**config.mk**
```make
export PLATFORM = sky130hd
export DESIGN_NAME = asr_rx
export DESIGN_NICKNAME = d
export VERILOG_FILES = /design/src/hw/asr_pkg.sv /design/src/hw/asr_fifo.sv /design/src/hw/asr_rx.sv /design/src/hw/asr_tick_div.sv
export VERILOG_INCLUDE_DIRS = /design/src /design/src/hw
export SDC_FILE = /design/constraint.sdc
export NUM_CORES = 1
export LEC_CHECK = 0
export BUFFER_PORTS_ARGS = -buffer_cell sky130_fd_sc_hd__buf_2
export CAP_MARGIN = 20
export CORE_MARGIN = 2
export CORE_UTILIZATION = 64
export DETAILED_ROUTE_END_ITERATION = 6
export PLACE_DENSITY_LB_ADDON = 0.08
export SLEW_MARGIN = 5
export SYNTH_ARGS = -nofsm -noshare
export SYNTH_HDL_FRONTEND = slang
export SYNTH_SLANG_ARGS = --single-unit
```
**constraint.sdc**
```tcl
create_clock -name clk_in -period 6.45 [get_ports clk_in]
set_input_delay 1.935 -clock clk_in [delete_from_list [all_inputs] [get_ports clk_in]]
set_output_delay 1.935 -clock clk_in [all_outputs]
set_load 0.05 [all_outputs]
```
**src/hw/asr_consts.svh**
```systemverilog
// register offsets, field positions, reset values and timing counts of the receiver
// assumes nothing; included by the fifo, receiver, checker and bench files
`ifndef ASR_CONSTS_SVH
`define ASR_CONSTS_SVH

// ==========================================================
// register offsets (4-bit address)
`define ASR_ADDR_CTRL    4'h0
`define ASR_ADDR_STATUS  4'h1
`define ASR_ADDR_DATA    4'h2
`define ASR_ADDR_BAUD    4'h3

// ==========================================================
// control register fields
`define ASR_CTRL_RXEN    0
`define ASR_CTRL_PTEN    1
`define ASR_CTRL_SYNC    2
`define ASR_CTRL_NINE    3
`define ASR_CTRL_RESET   4'h0

// ==========================================================
// status register fields
`define ASR_STAT_NINTH   0
`define ASR_STAT_OVR     1
`define ASR_STAT_FRAME   2
`define ASR_STAT_PEND    3

// ==========================================================
// timing: oversampling and sample points within a bit
`define ASR_OVERSAMPLE   5'h10
`define ASR_PH_LAST      4'hF
`define ASR_PH_S0        4'h7
`define ASR_PH_S1        4'h8
`define ASR_PH_DECIDE    4'h9
`define ASR_BAUD_RESET   16'h0081

// ==========================================================
// fifo entry layout: {frame error, ninth, data[7:0]}
`define ASR_ENT_W        10
`define ASR_ENT_NINTH    8
`define ASR_ENT_FRAME    9

`endif

```
**src/hw/asr_pkg.sv**
```systemverilog
// types shared by the receiver files
// assumes nothing; the state encodings are written out here, not taken from asr_consts.svh
package asr_pkg;

  // ==========================================================
  // recovery state machine, one-hot
  typedef enum logic [3:0] {
    ASR_ST_IDLE  = 4'h1,
    ASR_ST_START = 4'h2,
    ASR_ST_DATA  = 4'h4,
    ASR_ST_STOP  = 4'h8
  } asr_state_t;

endpackage

```
**src/hw/asr_fifo.sv**
```systemverilog
// two-entry receive fifo, flip-flop storage addressed by index
// assumes push is never issued while full unless pop is issued too
`timescale 1ns/1ps
`default_nettype none
`include "asr_consts.svh"

module asr_fifo (
  input  wire logic                     clk_in,
  input  wire logic                     rst_in,
  input  wire logic                     flush_in,
  input  wire logic                     push_in,
  input  wire logic [`ASR_ENT_W-1:0]    push_data_in,
  input  wire logic                     pop_in,
  output logic      [`ASR_ENT_W-1:0]    head_out,
  output logic                          empty_out,
  output logic                          full_out
);

  logic [`ASR_ENT_W-1:0] mem_q [2];
  logic [`ASR_ENT_W-1:0] mem_d [2];
  logic                  rd_q;
  logic                  rd_d;
  logic [1:0]            cnt_q;
  logic [1:0]            cnt_d;
  logic                  do_pop;
  logic                  do_push;
  logic                  wr_idx;

  // ==========================================================
  // pointer and count update; pop frees room for a same-cycle push
  always_comb begin
    do_pop  = pop_in && (cnt_q != 2'h0);
    do_push = push_in && ((cnt_q != 2'h2) || do_pop);
    wr_idx  = rd_q ^ cnt_q[0]; // full with pop reuses the slot being freed
    mem_d   = mem_q;
    rd_d    = rd_q ^ do_pop;
    cnt_d   = cnt_q + {1'b0, do_push} - {1'b0, do_pop};
    if (do_push) begin
      mem_d[wr_idx] = push_data_in;
    end
    if (flush_in) begin
      rd_d  = 1'b0;
      cnt_d = 2'h0;
    end
  end

  always_ff @(posedge clk_in or posedge rst_in) begin
    if (rst_in) begin
      mem_q[0] <= '0;
      mem_q[1] <= '0;
      rd_q     <= 1'b0;
      cnt_q    <= 2'h0;
    end else begin
      mem_q <= mem_d;
      rd_q  <= rd_d;
      cnt_q <= cnt_d;
    end
  end

  assign head_out  = (cnt_q == 2'h0) ? '0 : mem_q[rd_q]; // oldest entry
  assign empty_out = (cnt_q == 2'h0);
  assign full_out  = (cnt_q == 2'h2);

endmodule // asr_fifo

`default_nettype wire

```
**src/hw/asr_rx.sv**
```systemverilog
// asynchronous serial receiver: 16x data recovery, shift register, fifo, registers
// assumes line and register port are synchronous to clk_in (20 MHz)
//
// Notes on behaviour
// RULE1 - recovery samples at sixteen times baud; shift register moves once per bit
// RULE2 - finished character moves into the two-entry fifo at once
// RULE3 - two characters held while a third is still being received
// RULE4 - shift register and fifo reachable only through the data register
// RULE5 - reception only with receive enable 1, clocked mode 0, port enable 1
// RULE6 - software sets the serial pin as an input beforehand
// RULE7 - software clears the pin's analog select before reception
// RULE8 - falling edge of the line starts a character with its start bit
// RULE9 - start rechecked at half bit; high means silent abort and rearm
// RULE10 - each data bit taken at its centre, one bit apart, by majority
// RULE11 - stop bit sampled one bit later; low sets framing error
// RULE12 - after stop bit character enters fifo and pending flag rises
// RULE13 - reading data register returns oldest character and removes it
// RULE14 - after overrun no more characters accepted until cleared
// RULE15 - overrun on third whole character; cleared by either enable going low
// RULE16 - framing error stored per entry; port enable low clears it
// RULE17 - nine-bit select shifts nine bits; ninth bit shown in status
// RULE18 - pending flag read-only, set while enabled and fifo not empty
// RULE19 - data arrives least significant bit first
// RULE20 - majority of three 16x samples around bit centre
//
// Implementation choices: the register offsets and strobed register access.
`timescale 1ns/1ps
`default_nettype none
`include "asr_consts.svh"

module asr_rx (
  input  wire logic        clk_in,
  input  wire logic        rst_in,
  input  wire logic        serial_in_pin_in,
  input  wire logic [3:0]  addr_in,
  input  wire logic [15:0] wdata_in,
  input  wire logic        wr_in,
  input  wire logic        rd_in,
  output logic      [15:0] rdata_out,
  output logic             rx_pending_flag_out
);

  // ==========================================================
  // declarations
  asr_pkg::asr_state_t   state_q;
  asr_pkg::asr_state_t   state_d;
  logic [3:0]            phase_q;
  logic [3:0]            phase_d;
  logic [3:0]            bitcnt_q;
  logic [3:0]            bitcnt_d;
  logic [1:0]            samp_q;
  logic [1:0]            samp_d;
  logic                  prev_q;
  logic                  prev_d;
  logic [8:0]            rx_shift_register_q;
  logic [8:0]            rx_shift_register_d;
  logic                  overrun_flag_q;
  logic                  overrun_flag_d;
  logic [3:0]            ctrl_q;
  logic [3:0]            ctrl_d;
  logic [15:0]           baud_q;
  logic [15:0]           baud_d;
  logic [15:0]           rdata_q;
  logic [15:0]           rdata_d;
  logic                  tick;
  logic                  rx_on;
  logic                  maj;
  logic                  nbits_done;
  logic                  push;
  logic                  pop;
  logic [`ASR_ENT_W-1:0] push_data;
  logic [`ASR_ENT_W-1:0] head;
  logic                  fifo_empty;
  logic                  fifo_full;
  logic [3:0]            nbits;
  logic [7:0]            char_data;
  logic                  char_ninth;
  logic                  char_frame_err;
  logic [15:0]           status_word;

  // ==========================================================
  // control decode
  assign rx_on = ctrl_q[`ASR_CTRL_RXEN] && ctrl_q[`ASR_CTRL_PTEN]
                 && !ctrl_q[`ASR_CTRL_SYNC]; // RULE5
  assign nbits = ctrl_q[`ASR_CTRL_NINE] ? 4'h9 : 4'h8; // RULE17

  // ==========================================================
  // 16x oversampling enable from the baud divisor
  asr_tick_div #(
    .W (16)
  ) u_tick (
    .clk_in   (clk_in),
    .rst_in   (rst_in),
    .run_in   (rx_on),
    .div_in   (baud_q),
    .tick_out (tick)
  );

  // ==========================================================
  // receive fifo; port enable low empties it and its error bits
  asr_fifo u_fifo (
    .clk_in       (clk_in),
    .rst_in       (rst_in),
    .flush_in     (!ctrl_q[`ASR_CTRL_PTEN]), // RULE16
    .push_in      (push),
    .push_data_in (push_data),
    .pop_in       (pop),
    .head_out     (head),
    .empty_out    (fifo_empty),
    .full_out     (fifo_full)
  );

  // ==========================================================
  // majority of samples 7, 8 and the live one at 9
  assign maj = (samp_q[0] & samp_q[1]) | (samp_q[0] & serial_in_pin_in)
               | (samp_q[1] & serial_in_pin_in); // RULE20

  // last data bit about to be taken
  assign nbits_done = (bitcnt_q == nbits - 4'h1);

  // ==========================================================
  // align the shifted bits: first bit received is bit 0
  always_comb begin
    if (ctrl_q[`ASR_CTRL_NINE]) begin
      char_data  = rx_shift_register_q[7:0]; // RULE19
      char_ninth = rx_shift_register_q[8]; // RULE17
    end else begin
      char_data  = rx_shift_register_q[8:1]; // RULE19
      char_ninth = 1'b0;
    end
  end

  // ==========================================================
  // data recovery state machine
  always_comb begin
    state_d             = state_q;
    phase_d             = phase_q;
    bitcnt_d            = bitcnt_q;
    samp_d              = samp_q;
    prev_d              = prev_q;
    rx_shift_register_d = rx_shift_register_q;
    overrun_flag_d      = overrun_flag_q;
    push                = 1'b0;
    char_frame_err      = 1'b0;
    push_data           = '0;
    if (tick) begin
      prev_d  = serial_in_pin_in;
      phase_d = phase_q + 4'h1; // RULE1
      if (phase_q == `ASR_PH_S0) begin
        samp_d[0] = serial_in_pin_in;
      end
      if (phase_q == `ASR_PH_S1) begin
        samp_d[1] = serial_in_pin_in;
      end
    end
    case (state_q)
      asr_pkg::ASR_ST_IDLE: begin
        phase_d  = 4'h0;
        bitcnt_d = 4'h0;
        // a falling edge seen on the 16x grid opens a character, even with the fifo full
        if (tick && prev_q && !serial_in_pin_in && !overrun_flag_q) begin // RULE14 RULE3
          state_d = asr_pkg::ASR_ST_START; // RULE8
          phase_d = 4'h1;
        end
      end
      asr_pkg::ASR_ST_START: begin
        if (tick && phase_q == `ASR_PH_DECIDE) begin
          if (maj) begin
            state_d = asr_pkg::ASR_ST_IDLE; // RULE9
          end else begin
            state_d = asr_pkg::ASR_ST_DATA; // RULE10
          end
        end
      end
      asr_pkg::ASR_ST_DATA: begin
        // sample one full bit after the previous centre
        if (tick && phase_q == `ASR_PH_DECIDE) begin
          rx_shift_register_d = {maj, rx_shift_register_q[8:1]}; // RULE10
          bitcnt_d            = bitcnt_q + 4'h1;
          if (nbits_done) begin
            state_d = asr_pkg::ASR_ST_STOP;
          end
        end
      end
      asr_pkg::ASR_ST_STOP: begin
        if (tick && phase_q == `ASR_PH_DECIDE) begin
          state_d        = asr_pkg::ASR_ST_IDLE;
          char_frame_err = !maj; // RULE11
          push_data      = {char_frame_err, char_ninth, char_data};
          // third whole character with no room: raise overrun, drop it
          if (fifo_full && !pop) begin
            overrun_flag_d = 1'b1; // RULE15
          end else begin
            push = 1'b1; // RULE2 RULE12
          end
        end
      end
      default: begin
        state_d = asr_pkg::ASR_ST_IDLE;
      end
    endcase
    // receiver off: abandon any character in progress
    if (!rx_on) begin
      state_d = asr_pkg::ASR_ST_IDLE; // RULE5
      prev_d  = 1'b0;
      phase_d = 4'h0;
    end
    // either enable low clears the overrun
    if (!ctrl_q[`ASR_CTRL_RXEN] || !ctrl_q[`ASR_CTRL_PTEN]) begin
      overrun_flag_d = 1'b0; // RULE15
    end
  end

  always_ff @(posedge clk_in or posedge rst_in) begin
    if (rst_in) begin
      state_q             <= asr_pkg::ASR_ST_IDLE;
      phase_q             <= 4'h0;
      bitcnt_q            <= 4'h0;
      samp_q              <= 2'h3;
      prev_q              <= 1'b0;
      rx_shift_register_q <= 9'h000;
      overrun_flag_q      <= 1'b0;
    end else begin
      state_q             <= state_d;
      phase_q             <= phase_d;
      bitcnt_q            <= bitcnt_d;
      samp_q              <= samp_d;
      prev_q              <= prev_d;
      rx_shift_register_q <= rx_shift_register_d;
      overrun_flag_q      <= overrun_flag_d;
    end
  end

  // ==========================================================
  // pending flag and status view of the oldest entry
  assign rx_pending_flag_out = rx_on && !fifo_empty; // RULE18

  always_comb begin
    status_word                 = 16'h0000;
    status_word[`ASR_STAT_NINTH] = head[`ASR_ENT_NINTH]; // RULE17
    status_word[`ASR_STAT_OVR]   = overrun_flag_q;
    status_word[`ASR_STAT_FRAME] = head[`ASR_ENT_FRAME]; // RULE16
    status_word[`ASR_STAT_PEND]  = rx_pending_flag_out; // RULE18
  end

  // ==========================================================
  // register port: writes, reads with one-cycle latency, data pop
  always_comb begin
    ctrl_d  = ctrl_q;
    baud_d  = baud_q;
    rdata_d = 16'h0000;
    pop     = 1'b0;
    if (wr_in) begin
      case (addr_in)
        `ASR_ADDR_CTRL: begin
          ctrl_d = wdata_in[3:0];
        end
        `ASR_ADDR_BAUD: begin
          baud_d = wdata_in;
        end
        default: begin
          ctrl_d = ctrl_q; // status, data and unmapped ignore writes
        end
      endcase
    end
    if (rd_in) begin
      case (addr_in)
        `ASR_ADDR_CTRL: begin
          rdata_d = {12'h000, ctrl_q};
        end
        `ASR_ADDR_STATUS: begin
          rdata_d = status_word;
        end
        `ASR_ADDR_DATA: begin
          // only path to received data; reading removes the oldest
          rdata_d = {8'h00, head[7:0]}; // RULE4 RULE13
          pop     = !fifo_empty; // RULE13
        end
        `ASR_ADDR_BAUD: begin
          rdata_d = baud_q;
        end
        default: begin
          rdata_d = 16'h0000; // unmapped reads zero
        end
      endcase
    end
  end

  always_ff @(posedge clk_in or posedge rst_in) begin
    if (rst_in) begin
      ctrl_q  <= `ASR_CTRL_RESET;
      baud_q  <= `ASR_BAUD_RESET;
      rdata_q <= 16'h0000;
    end else begin
      ctrl_q  <= ctrl_d;
      baud_q  <= baud_d;
      rdata_q <= rdata_d;
    end
  end

  assign rdata_out = rdata_q; // valid the cycle after rd_in

endmodule // asr_rx

`default_nettype wire

```
**src/hw/asr_tick_div.sv**
```systemverilog
// divider producing the 16x oversampling enable pulse
// assumes the divisor is held stable by software while running
`timescale 1ns/1ps
`default_nettype none

module asr_tick_div #(
  parameter int unsigned W = 16
) (
  input  wire logic         clk_in,
  input  wire logic         rst_in,
  input  wire logic         run_in,
  input  wire logic [W-1:0] div_in,
  output logic              tick_out
);

  logic [W-1:0] cnt_q;
  logic [W-1:0] cnt_d;

  // ==========================================================
  // count 0..div, pulse on the wrap
  always_comb begin
    cnt_d = cnt_q + {{(W-1){1'b0}}, 1'b1};
    if (!run_in || cnt_q >= div_in) begin
      cnt_d = '0;
    end
  end

  always_ff @(posedge clk_in or posedge rst_in) begin
    if (rst_in) begin
      cnt_q <= '0;
    end else begin
      cnt_q <= cnt_d;
    end
  end

  assign tick_out = run_in && (cnt_q >= div_in); // one clock wide every div_in + 1 clocks; high on every clock when div_in is 0

endmodule // asr_tick_div

`default_nettype wire

```
* Word level (Yosys, flattened, before mapping) *
Index checks and enable logic that the tools add are counted.

word-level totals
  register bits after elaboration = 100
  input port bits = 25

cells by class
  add/subtract/negate cells = 6
  $lt $le $gt $ge = 4
  eq/ne operators = 21
  mux-type cells = 42
  bitwise gates (word level) = 9
  reduce and logical (&&, ||, !) cells = 39

operators by type and width
  operator                 number
  $mux W10                 7
  $pmux W16 S4             1
  $mux W4                  10
  $mux W16                 2
  $bwmux W20               1
  $add A16 B1 Y16 const B  1
  $ge A16 B16 Y1           1
  $pmux W4 S4              1
  $mux W1                  15
  $ne A3 B3 Y1 const B     5
  $eq A4 B2 Y1 const B     3
  $eq A4 B4 Y1 const B     3
  $logic_and A1 B1 Y1      12
  $reduce_and A2 Y1        6
  $demux W10 S1            1
  $reduce_bool A2 Y1       5
  $logic_not A1 Y1         9
  $add A4 B1 Y4 const B    2
  $eq A4 B1 Y1 const B     2
  $eq A4 B3 Y1 const B     2
  $mux W8                  1
  $pmux W4 S2              1
  $ne A2 B2 Y1 const B     3
  $reduce_and A5 Y1        1
  18 further kinds         26

* Depth between registers and ports, before layout *
Gate-level depths: netlist (run 1).

  depth after elaboration = 13
  mapped depth = 11

* Cells and area by module *
From an unflattened synthesis (run 1), not the netlist that was laid out.

unflattened totals
  cell total of the unflattened synthesis = 584
  area, all modules = 5845.6 µm²

by module, submodules not included
  module        instances  cells an instance  area each (µm²)  seq. area each (µm²)
  asr_rx        1          248                2945.3           1532.7
  asr_fifo      1          208                1734.2           575.6
  asr_tick_div  1          128                1166.1           400.4

* Worst setup path before layout (run 1) *
OpenSTA, ideal clock, no wires.

  path kind = input -> register
  start = input addr_in[0]
  end = register u_fifo.cnt_q[1]
  setup time = 0.119 ns
  arrival time = 3.466 ns
  data required time = 6.331 ns
  slack = 2.865 ns
  stages = 11
  path through = clkbuf_1 nor2b_1 and3b_1 clkbuf_1 nand2_1 inv_1 ha_1 inv_1 ha_1 xnor2_1 and2_1

between the ends
  longest elaborated chain between the ends = 12
  elaborated cells between the ends (all ways) = 14
  classes of those cells = add/sub: 2; eq/ne: 1; mux: 6; reduce/logical: 5

RTL lines
  what                    line            source
  start: declaration      asr_rx.sv:35    input wire logic [3:0] addr_in,
  $eq A4 B2 Y1 (*)        asr_rx.sv:267   case (addr_in)
  $mux W1 (*)             asr_rx.sv:267
  $mux W1 (*)             asr_rx.sv:266   if (rd_in) begin
  $logic_not A1 Y1        asr_rx.sv:191   if (fifo_full && !pop) begin
  $logic_and A1 B1 Y1     asr_rx.sv:191
  $mux W1                 asr_rx.sv:191
  $mux W1                 asr_rx.sv:186   if (tick && phase_q == `ASR_PH_DECIDE) begin
  $mux W1                 asr_rx.sv:156   case (state_q)
  $logic_and A1 B1 Y1     asr_fifo.sv:33  do_push = push_in && ((cnt_q != 2'h2) || do_pop);
  $add A2 B1 Y2           asr_fifo.sv:37  cnt_d = cnt_q + {1'b0, do_push} - {1'b0, do_pop};
  $sub A2 B1 Y2 (*)       asr_fifo.sv:37
  $mux W2 (*)             asr_fifo.sv:41  if (flush_in) begin
  net u_fifo.cnt_d[1]     asr_fifo.sv:24  logic [1:0] cnt_d;
  end signal: assignment  asr_fifo.sv:56  cnt_q <= cnt_d;
  end: declaration        asr_fifo.sv:23  logic [1:0] cnt_q;

The timed path passes the listed nets; every way through them passes the cells marked *.
A chain may end at the register's enable or synchronous reset.

* Final worst setup path (run 1) *
  start = register ctrl_q[2]
  end = output rx_pending_flag_out

between the ends
  longest elaborated chain between the ends = 3

RTL lines
  what                      line           source
  start: declaration        asr_rx.sv:59   logic [3:0] ctrl_q;
  start signal: assignment  asr_rx.sv:291  ctrl_q <= `ASR_CTRL_RESET;
  start signal: assignment  asr_rx.sv:295  ctrl_q <= ctrl_d;
  $logic_not A1 Y1          asr_rx.sv:84   && !ctrl_q[`ASR_CTRL_SYNC];
  $logic_and A1 B1 Y1       asr_rx.sv:83   assign rx_on = ctrl_q[`ASR_CTRL_RXEN] && ctrl_q[`ASR_CTRL_PTEN]
  $logic_and A1 B1 Y1       asr_rx.sv:236  assign rx_pending_flag_out = rx_on && !fifo_empty;
  end: declaration          asr_rx.sv:40   output logic rx_pending_flag_out

Every way passes these cells.

==> results.json, run 1 <==
{
  "clock_path_buffers": 2,
  "worst-slew-pin-transition_ns": 0.932,
  "final-max-slew-violation-count": 0,
  "hold_viol": 0,
  "initial_utilization_pct": 66.0,
  "cap_violations": 0,
  "timing.final.crit_period_ns": 3.64,
  "synth.cells.most_frequent": "sky130_fd_sc_hd__dfrtp_1 (95), sky130_fd_sc_hd__nand2_1 (44), sky130_fd_sc_hd__nor2_1 (40)",
  "yosysWarnings": 0,
  "critical-path-max-stage-delay_ns": 0.42,
  "layout_nets": 559,
  "synth_area_per_cell_um2": 10.7,
  "dp.final_hpwl_mm": 7.68,
  "clk-insertion-delay-late_ns": 0.37,
  "slew-limit-headroom_pct": 37.2,
  "grt-ovfl-total": 0,
  "routed-via-count": 3664,
  "antenna_found_initial": 1,
  "route.met3.wl_um": 490,
  "clock_power_share_pct": 35.8,
  "cts_htree_levels": 3,
  "setup-tns-final_ns": 0,
  "tritoncts_clock_tree": "yes",
  "tritoncts_num_sinks": 100,
  "power_frac_comb_pct": 10.9,
  "detailedRoute.firstPassIterationCount": 4,
  "topRoutingLayerUsed": "met5",
  "clkSlewWorstSetupHoldPaths_ns": 0.10,
  "setup_repair_after_global_routing_missed_its_margin": "false",
  "clockRootBuffer": "sky130_fd_sc_hd__clkbuf_8",
  "met2_wirelength_mm": 5.14,
  "holdCritPathClass": "flip-flop to flip-flop",
  "r2r_start": "baud_q[1]$_DFFE_PP0P_",
  "cp-startpoint": "ctrl_q[2]$_DFFE_PP0P_",
  "worst-path-buf-inv": 1,
  "detail_route.iter0.violations": 167,
  "timing.critical_path.max_delay_family": "simple AND/OR/NAND/NOR gates",
  "gr-usage-all-layers_pct": 26.3,
  "areaGrowthSynthToFinish_pct": 9.96,
  "power_density_nw_per_um2": 234,
  "fin_total_pwr_mw": 1.31,
  "ys_async_sr_fraction_pct": 100,
  "synth_area_leader_cell": "sky130_fd_sc_hd__dfrtp_1",
  "floorplan.core_area_um2": 7730,
  "layout-drive-gt1-share_pct": 23.1,
  "routabilityCongestion": 0.835,
  "drcViolationCount": 0,
  "wl_per_cell_um": 17.1,
  "r2r_slack_ns": 3.52,
  "synth_edf_count": 0,
  "max-vdd-ir-drop_v": 0.000115,
  "crit_cells": 3,
  "dieArea_um2": 8700,
  "cp_data_required_time_ns": 4.51,
  "yosys_register_bits": 100,
  "post-synth-top-area-fraction_pct": 46.6,
  "yosysMostFrequentCell": "sky130_fd_sc_hd__dfrtp_1",
  "rows": 32,
  "r2r-end": "u_fifo.cnt_q[1]$_DFF_PP0_",
  "hold_path_depth": 2,
  "netSwitchingPower_mw": 0.347,
  "critPathCapture": "rx_pending_flag_out",
  "p_sw_share_pct": 26.4,
  "timing.final.crit_share_pct": 56.4,
  "finClkSkew_ns": 0.0150,
  "timing.critical_path.fanout_max": 10,
  "grt_pass1_wl_mm": 17.7,
  "timing_worst_setup_path_type": "flip-flop to output port",
  "sequential_to_total_area_share_from_yosys_stat_pct": 49.2,
  "postCtsResizedCells": 0,
  "run_status": "completed",
  "die_w_um": 93.3,
  "cp_cell_sequence": "nand3b_2, nor2_1, buf_2",
  "post_synth_num_cell_types": 59,
  "power.static_leakage_nw": 2.68,
  "cellInternalPower_mw": 0.967,
  "first_global_vias": 3700,
  "max_clock_freq_mhz": 275,
  "cpMaxStageDelayCell": "sky130_fd_sc_hd__dfrtp_1",
  "antenna_left": 0,
  "synthCells": 475,
  "synth_ff_type": "sky130_fd_sc_hd__dfrtp_1",
  "m1WireLength_mm": 4.65,
  "boundaryPins": 42,
  "postSynthNetCount": 523,
  "final_wl_mm": 10.5,
  "crit_end_element": "output port",
  "cts_hold_buf": 0,
  "r2r_cells": 10,
  "cts-buffers-inserted": 9,
  "power.sequential.fraction_pct": 53.4,
  "floorplan.die.height_um": 93.3,
  "avgViaCountPerCell": 5.93,
  "pin_count_of_the_biggest_net_entering_global_routing": 64,
  "synthTopCellsByArea": "sky130_fd_sc_hd__dfrtp_1 (47%), sky130_fd_sc_hd__mux2_2 (8.4%), sky130_fd_sc_hd__ha_1 (5.6%)",
  "portBuffers": 41,
  "diodes": 0,
  "critPathLaunchType": "flip-flop",
  "finalSetupViolations": 0,
  "timing.critical_path.arrival_ns": 1.70,
  "cts_setup_buffers": 0,
  "mappedNetlistArea_um2": 5100
}
## state kept, by name, summed over array words and instances (netlist names), 4 cells and up
signal               count
u_fifo.mem_q            20
baud_q                  16
rdata_out               16
u_tick.cnt_q            16
rx_shift_register_q      9
bitcnt_q                 4
ctrl_q                   4
phase_q                  4
state_q                  4
## layout make-up
cell class,count,area [um^2]
Sequential cell,100,2510
Multi-Input combinational cell,330,2400
Fill cell,587,2120
Timing Repair Buffer,44,228
Clock buffer,11,151
Tap cell,102,128
Inverter,26,100
Clock inverter,5,88.8
## metrics by stage
step           hold WS, ns  instance area, um^2  setup WS, ns  instances  util [%]
2_1_floorplan        0.434                 5100          1.90        475         -
3_3_place_gp         0.450                 5360          2.67        601      69.4
3_5_place_dp         0.456                 5370          2.55        602      69.5
4_1_cts              0.476                 5610          2.81        618      72.6
5_1_grt              0.507                 5610          2.73        618      72.6
6_report             0.473                 5610          2.81        618      72.6
## worst register-to-register path: stages (launching register included)
cell	delay [ns]
sky130_fd_sc_hd__dfrtp_1	0.41
sky130_fd_sc_hd__inv_1	0.06
sky130_fd_sc_hd__ha_1	0.32
sky130_fd_sc_hd__nor2b_1	0.15
sky130_fd_sc_hd__o211a_1	0.24
sky130_fd_sc_hd__o311a_4	0.40
sky130_fd_sc_hd__nor3_4	0.59
sky130_fd_sc_hd__nor4_1	0.16
sky130_fd_sc_hd__ha_1	0.25
sky130_fd_sc_hd__xnor2_1	0.12
sky130_fd_sc_hd__and2_1	0.15
## placed cells by master (no fill, tap or decap), drive strengths merged, types with 2 or more instances in the layout
master,netlist,final
dfstp,5,5
nor3b,3,3
and2,3,3
nor2,40,40
buf,11,44
nand2b,3,3
nor2b,4,4
a31oi,2,2
nor4,11,11
nand4,6,6
or4,3,3
a22oi,7,7
and3b,3,3
o31ai,5,5
xor2,9,9
o21ai,22,22
clkbuf,8,11
dfrtp,95,95
o32ai,2,2
mux2i,13,13
a221oi,5,5
nand3,16,16
xnor2,12,12
o211ai,2,2
mux2,38,38
nor4b,2,2
inv,26,29
nand2,47,47
bufinv,0,2
a21o,4,4
a21oi,13,13
nor3,3,3
and3,14,14
ha,23,23
or4b,2,2
## per-layer routing
metal,GRT usage (%),vias up
met1,34.5,1793
met2,43.8,95
met4,11.3,2
li1,-,1753
met3,3.95,21
met5,0,-
## worst min-delay path by stage
stage                                      start                            to
finish              u_fifo.mem_q[16]$_DFFE_PP0P_  u_fifo.mem_q[16]$_DFFE_PP0P_
floorplan           u_fifo.mem_q[16]$_DFFE_PP0P_  u_fifo.mem_q[16]$_DFFE_PP0P_
detailed placement  u_fifo.mem_q[16]$_DFFE_PP0P_  u_fifo.mem_q[16]$_DFFE_PP0P_
CTS                 u_fifo.mem_q[16]$_DFFE_PP0P_  u_fifo.mem_q[16]$_DFFE_PP0P_
global route        u_fifo.mem_q[17]$_DFFE_PP0P_  u_fifo.mem_q[17]$_DFFE_PP0P_
global placement    u_fifo.mem_q[16]$_DFFE_PP0P_  u_fifo.mem_q[16]$_DFFE_PP0P_
## cell families (layout without fill, tap and decap cells)
kind of cell	after synthesis	in the layout	share of synthesized area [%]
simple gates	164	164	17.1
flops	100	100	49.2
compound gates	70	70	9.42
mux	51	51	10.9
buf+inv	45	86	3.88
fa+ha+maj	24	24	5.84
xor+xnor	21	21	3.61
## power groups by stage
stage | logic [mW] | registers, mW | clock network [mW]
after floorplan | 0.110 | 0.695 | 0
after detailed placement | 0.143 | 0.714 | 0
after global placement | 0.134 | 0.713 | 0
final | 0.143 | 0.701 | 0.470
after CTS | 0.144 | 0.702 | 0.477
after global routing | 0.159 | 0.705 | 0.497
Power figures use the tool's default switching activity.
==> run 2, diff against run 1 <==
- ABC_AREA: unset -> 1
- CORE_UTILIZATION: 64 -> 54
- clock period: 6.45 -> 3.2 ns (I/O delays scaled with it)
==> results.json, run 2 <==
{
  "synth_area_leader_cell": "sky130_fd_sc_hd__dfrtp_1",
  "crit_end_element": "output port",
  "cts_setup_buffers": 0,
  "yosysWarnings": 0,
  "pin_count_of_the_biggest_net_entering_global_routing": 101,
  "gr-usage-all-layers_pct": 22.4,
  "timing.critical_path.arrival_ns": 1.80,
  "postCtsResizedCells": 0,
  "timing.critical_path.max_delay_family": "simple AND/OR/NAND/NOR gates",
  "routed-via-count": 4010,
  "timing.final.crit_period_ns": 2.76,
  "timing.critical_path.fanout_max": 8,
  "postSynthNetCount": 648,
  "rows": 35,
  "max_clock_freq_mhz": 363,
  "detail_route.iter0.violations": 199,
  "cp_cell_sequence": "nand2_1, nor2_4, inv_1, nor2_1, buf_2",
  "max-vdd-ir-drop_v": 0.000203,
  "clk-insertion-delay-late_ns": 0.37,
  "mostFrequentLayoutCells": "sky130_fd_sc_hd__nand2_1 (133), sky130_fd_sc_hd__dfrtp_1 (95), sky130_fd_sc_hd__inv_1 (70), sky130_fd_sc_hd__nor2_1 (66), sky130_fd_sc_hd__o21ai_0 (46)",
  "holdCritPathClass": "flip-flop to flip-flop",
  "layout.cell_area.non_filler_um2": 5530,
  "die_w_um": 101,
  "hold_viol": 0,
  "whs_ns": 0.497,
  "wl_per_cell_um": 13.9,
  "clock_path_buffers": 2,
  "clockRootBuffer": "sky130_fd_sc_hd__clkbuf_8",
  "ys_async_sr_fraction_pct": 100,
  "final_util_pct": 60.4,
  "diodes": 0,
  "initial_utilization_pct": 55.0,
  "synth.cells.most_frequent": "sky130_fd_sc_hd__nand2_1 (133), sky130_fd_sc_hd__dfrtp_1 (95), sky130_fd_sc_hd__inv_1 (71)",
  "detailedRoute.firstPassIterationCount": 5,
  "cts_htree_levels": 3,
  "mappedNetlistArea_um2": 5030,
  "power.static_leakage_nw": 2.67,
  "yosysMostFrequentCell": "sky130_fd_sc_hd__nand2_1",
  "grt_pass1_wl_mm": 17.8,
  "portBuffers": 41,
  "r2r-end": "u_fifo.cnt_q[1]$_DFF_PP0_",
  "layout_nets": 692,
  "hold_path_depth": 2,
  "drcViolationCount": 0,
  "boundaryPins": 42,
  "fin_total_pwr_mw": 2.39,
  "timing.final.crit_share_pct": 86.2,
  "cap_violations": 0,
  "clkSlewWorstSetupHoldPaths_ns": 0.09,
  "finalSetupViolations": 0,
  "critical-path-max-stage-delay_ns": 0.45,
  "tritoncts_num_sinks": 100,
  "r2r_start": "baud_q[7]$_DFFE_PP1P_",
  "grt-ovfl-total": 0,
  "sequential_to_total_area_share_from_yosys_stat_pct": 49.9,
  "areaGrowthSynthToFinish_pct": 9.80,
  "first_global_vias": 3691,
  "hold_start": "u_fifo.mem_q[16]$_DFFE_PP0P_",
  "critPathLaunchType": "flip-flop",
  "postPlaceCellArea_um2": 5360,
  "setup-tns-final_ns": 0,
  "cts-buffers-inserted": 9,
  "floorplan.die.height_um": 101,
  "dieArea_um2": 10100,
  "avgViaCountPerCell": 5.28,
  "cts_hold_buf": 0,
  "final_common_cell": "sky130_fd_sc_hd__nand2_1",
  "final-max-slew-violation-count": 0,
  "slew-limit-headroom_pct": 57.9,
  "cp-startpoint": "ctrl_q[1]$_DFFE_PP0P_",
  "floorplan.core_area_um2": 9150,
  "final_wl_mm": 10.5,
  "synthCells": 600,
  "largest_register_ff_count": 20,
  "antenna_found_initial": 0,
  "finClkSkew_ns": 0.0106,
  "r2r_slack_ns": 0.70,
  "routabilityCongestion": 0.839,
  "cpMaxStageDelayCell": "sky130_fd_sc_hd__dfrtp_1",
  "setup_repair_after_global_routing_missed_its_margin": "false",
  "yosys_register_bits": 100,
  "timing_worst_setup_path_type": "flip-flop to output port",
  "layout-drive-gt1-share_pct": 14.0,
  "synth_area_per_cell_um2": 8.39,
  "antenna_left": 0,
  "post-synth-top-area-fraction_pct": 47.2,
  "regMostFlops": "u_fifo.mem_q",
  "worst-slew-pin-transition_ns": 0.622,
  "r2r_cells": 13,
  "run_status": "completed",
  "tritoncts_clock_tree": "yes",
  "synth_ff_type": "sky130_fd_sc_hd__dfrtp_1",
  "power_density_nw_per_um2": 432,
  "post_synth_num_cell_types": 43,
  "worstHoldEndpoint": "u_fifo.mem_q[16]$_DFFE_PP0P_",
  "dp.final_hpwl_mm": 7.83,
  "synth_edf_count": 0,
  "cp_data_required_time_ns": 2.24,
  "layout.filler_cells": 809,
  "worst-path-buf-inv": 2,
  "synthTopCellsByArea": "sky130_fd_sc_hd__dfrtp_1 (47%), sky130_fd_sc_hd__nand2_1 (9.9%), sky130_fd_sc_hd__ha_1 (5.7%)"
}
-- run 2: changes by cell type after synthesis, moves of 10 or more --
| cell | change |
|---|---|
| sky130_fd_sc_hd__a21oi_1 | +31 |
| sky130_fd_sc_hd__and3_1 | -13 |
| sky130_fd_sc_hd__inv_1 | +45 |
| sky130_fd_sc_hd__mux2_2 | -38 |
| sky130_fd_sc_hd__mux2i_1 | -10 |
| sky130_fd_sc_hd__nand2_1 | +89 |
| sky130_fd_sc_hd__nand3_1 | +14 |
| sky130_fd_sc_hd__nor2_1 | +26 |
| sky130_fd_sc_hd__nor3_1 | +14 |
| sky130_fd_sc_hd__o21ai_0 | +25 |
-- run 2: kinds of logic after synthesis --
family	after synthesis	synth area share [%]
XOR/XNOR	4	0.696
buffers and inverters	88	7.01
AND/OR/NAND/NOR	265	23.3
multiplexers	3	0.597
flip-flops	100	49.9
adder cells (fa/ha/maj)	24	5.92
AO/OA/AOI/OAI	116	12.6
-- run 2: cell type report --
type,count,area [um^2],share of cell area [%]
clock inverters,5,27.5,0.498
inverters,76,290,5.25
flip-flops and latches,100,2510,45.4
multi-input cells,412,2170,39.3
well taps,111,139,2.51
clock buffers,11,141,2.56
repair buffers,45,248,4.48
-- run 2: worst max path at each step --
stage | endpoint | cells after the start
6_report | rx_pending_flag_out | 5
3_5_place_dp | u_fifo.cnt_q[1]$_DFF_PP0_ | 11
4_1_cts | rx_pending_flag_out | 5
3_3_place_gp | u_fifo.cnt_q[1]$_DFF_PP0_ | 11
2_1_floorplan | rx_pending_flag_out | 4
5_1_grt | rx_pending_flag_out | 5
-- run 2: report_power, final --
part           switching [mW]  internal [mW]  leakage [nW]
logic                   0.198         0.0963          1.26
registers              0.0503           1.33          1.33
clock network           0.417          0.299        0.0889
total                   0.665           1.72          2.67
-- run 2: per-stage QoR --
stage               worst slack [ns]  cells
floorplan                      0.673    600
global placement               0.614    744
detailed placement             0.523    744
CTS                            0.424    760
global route                   0.280    760
finish                         0.443    760
-- run 2: layer usage --
layer / wire (um) / global-route usage (%)
met1: 5230 / 32.6
met2: 4720 / 33.6
met3: 441 / 4.65
met4: 136 / 7.80
met5: 0 / 0
-- run 2: worst min-delay path: stages (launching register included) --
cell	delay, ns
sky130_fd_sc_hd__dfrtp_1	0.35
sky130_fd_sc_hd__nand2_1	0.05
sky130_fd_sc_hd__o21ai_0	0.06
==> run 3, diff against run 2 <==
- BUFFER_PORTS_ARGS: -buffer_cell sky130_fd_sc_hd__buf_2 -> unset
- CORE_UTILIZATION: 54 -> 57
- DONT_BUFFER_PORTS: unset -> 1
- REMOVE_ABC_BUFFERS: unset -> 1
==> results.json, run 3 (same netlist as run 2, synthesis figures left out) <==
{
  "avgViaCountPerCell": 5.45,
  "cp_data_required_time_ns": 2.24,
  "antenna_found_initial": 0,
  "initial_utilization_pct": 58.3,
  "timing.critical_path.fanout_max": 10,
  "diodes": 0,
  "final_common_cell": "sky130_fd_sc_hd__nand2_1",
  "power_density_nw_per_um2": 453,
  "timing.final.crit_share_pct": 90.7,
  "wl_per_cell_um": 14.5,
  "timing.final.crit_period_ns": 2.90,
  "max_clock_freq_mhz": 345,
  "clkSlewWorstSetupHoldPaths_ns": 0.09,
  "whs_ns": 0.480,
  "run_status": "completed",
  "dp.final_hpwl_mm": 7.75,
  "mostFrequentLayoutCells": "sky130_fd_sc_hd__nand2_1 (133), sky130_fd_sc_hd__dfrtp_1 (95), sky130_fd_sc_hd__inv_1 (70), sky130_fd_sc_hd__nor2_1 (66), sky130_fd_sc_hd__o21ai_0 (46)",
  "die_w_um": 98.0,
  "pin_count_of_the_biggest_net_entering_global_routing": 44,
  "dieArea_um2": 9600,
  "worst-slew-pin-transition_ns": 0.650,
  "layout_nets": 652,
  "routabilityCongestion": 0.858,
  "routed-via-count": 3909,
  "max-vdd-ir-drop_v": 0.000248,
  "cts_htree_levels": 3,
  "tritoncts_num_sinks": 100,
  "detailedRoute.firstPassIterationCount": 5,
  "slew-limit-headroom_pct": 56.3,
  "crit_end_element": "output port",
  "floorplan.die.height_um": 98.0,
  "detail_route.iter0.violations": 299,
  "floorplan.core_area_um2": 8640,
  "clock_path_buffers": 2,
  "portBuffers": 0,
  "regMostFlops": "u_fifo.mem_q",
  "cellInternalPower_mw": 1.74,
  "power_frac_comb_pct": 11.0,
  "power.sequential.fraction_pct": 57.5,
  "first_global_vias": 3705,
  "finClkSkew_ns": 0.00700,
  "drcViolationCount": 0,
  "fin_ws_ns": 0.298,
  "postCtsResizedCells": 0,
  "grt-ovfl-total": 0,
  "cts-buffers-inserted": 9,
  "pre_cts_ws_ns": 0.613,
  "rows": 34,
  "critPathLaunchType": "flip-flop",
  "timing_worst_setup_path_type": "flip-flop to output port",
  "p_sw_share_pct": 28.2,
  "gr-usage-all-layers_pct": 23.6,
  "setup_repair_after_global_routing_missed_its_margin": "false",
  "largest_register_ff_count": 20,
  "boundaryPins": 42,
  "grt_pass1_wl_mm": 18.1,
  "holdCritPathClass": "input pin to asynchronous set/reset pin",
  "areaGrowthSynthToFinish_pct": 6.14,
  "layout-drive-gt1-share_pct": 8.54,
  "layout.filler_cells": 770,
  "tritoncts_clock_tree": "yes",
  "clock_power_share_pct": 31.5,
  "final-max-slew-violation-count": 0,
  "power.static_leakage_nw": 2.49,
  "cts_setup_buffers": 0,
  "netSwitchingPower_mw": 0.682,
  "clockRootBuffer": "sky130_fd_sc_hd__clkbuf_8",
  "finalSetupViolations": 0,
  "cts_hold_buf": 0,
  "clk-insertion-delay-late_ns": 0.37,
  "cap_violations": 0,
  "timing.critical_path.arrival_ns": 1.94,
  "final_wl_mm": 10.4,
  "hold_viol": 0,
  "antenna_left": 0
}
==> run 3: cell types whose count changed in the layout (fill, tap and decap cells not counted), sizes merged <==
cell	before	now
inv	72	73
clkinvlp	2	3
clkinv	7	5
buf	45	5
==> run 3: cell type report <==
cell class	instances	area, um^2	share of cell area [%]
multi-input combinational	412	2170	40.6
sequential	100	2510	47.0
clock buffer	11	151	2.83
clock inverter	5	36.3	0.679
inverter	76	289	5.41
tap	108	135	2.53
timing repair buffer	5	50.0	0.937
==> run 3: path summary, 6_finish.rpt <==
check	depth (start not counted)	end	start	slack, ns
setup / recovery	5	rx_pending_flag_out	ctrl_q[1]$_DFFE_PP0P_	0.30
min in group clk_in	2	samp_q[1]$_DFFE_PP1P_	samp_q[1]$_DFFE_PP1P_	0.49
max in group asynchronous	2	baud_q[0]$_DFFE_PP1P_	rst_in	1.99
hold reg to reg	2	samp_q[1]$_DFFE_PP1P_	samp_q[1]$_DFFE_PP1P_	0.49
setup reg to reg	13	u_fifo.cnt_q[1]$_DFF_PP0_	baud_q[7]$_DFFE_PP1P_	0.66
hold / removal	1	baud_q[4]$_DFFE_PP0P_	rst_in	0.48
==> run 3: per-layer routing <==
layer  GRT usage, %  wire [um]
met5              0          0
met4           7.80        141
met3           4.15        532
met2           34.9       4600
met1           35.5       5100
==> run 3: metrics by stage <==
step	instance area (um^2)	util, %	TNS (ns)	total power, mW	std cells
after global placement	5150	59.7	0	1.66	701
final	5340	61.9	0	2.42	717
after floorplan	4970	-	-35.20	1.60	588
after detailed placement	5150	59.7	0	1.68	701
after global routing	5340	61.9	0	2.54	717
after CTS	5340	61.9	0	2.45	717
==> run 3: critical path, stage by stage (launching register included) <==
cell,delay [ns]
sky130_fd_sc_hd__dfrtp_1,0.44
sky130_fd_sc_hd__nand2_1,0.14
sky130_fd_sc_hd__nor2_4,0.25
sky130_fd_sc_hd__inv_1,0.24
sky130_fd_sc_hd__nor2_1,0.25
sky130_fd_sc_hd__buf_4,0.25
==> run 3: power by group through the flow <==
stage	Clock, mW	Sequential [mW]	Combinational (mW)
global route	0.820	1.40	0.318
finish	0.762	1.39	0.265
CTS	0.788	1.39	0.267
floorplan	0	1.40	0.201
global placement	0	1.41	0.251
detailed placement	0	1.42	0.266
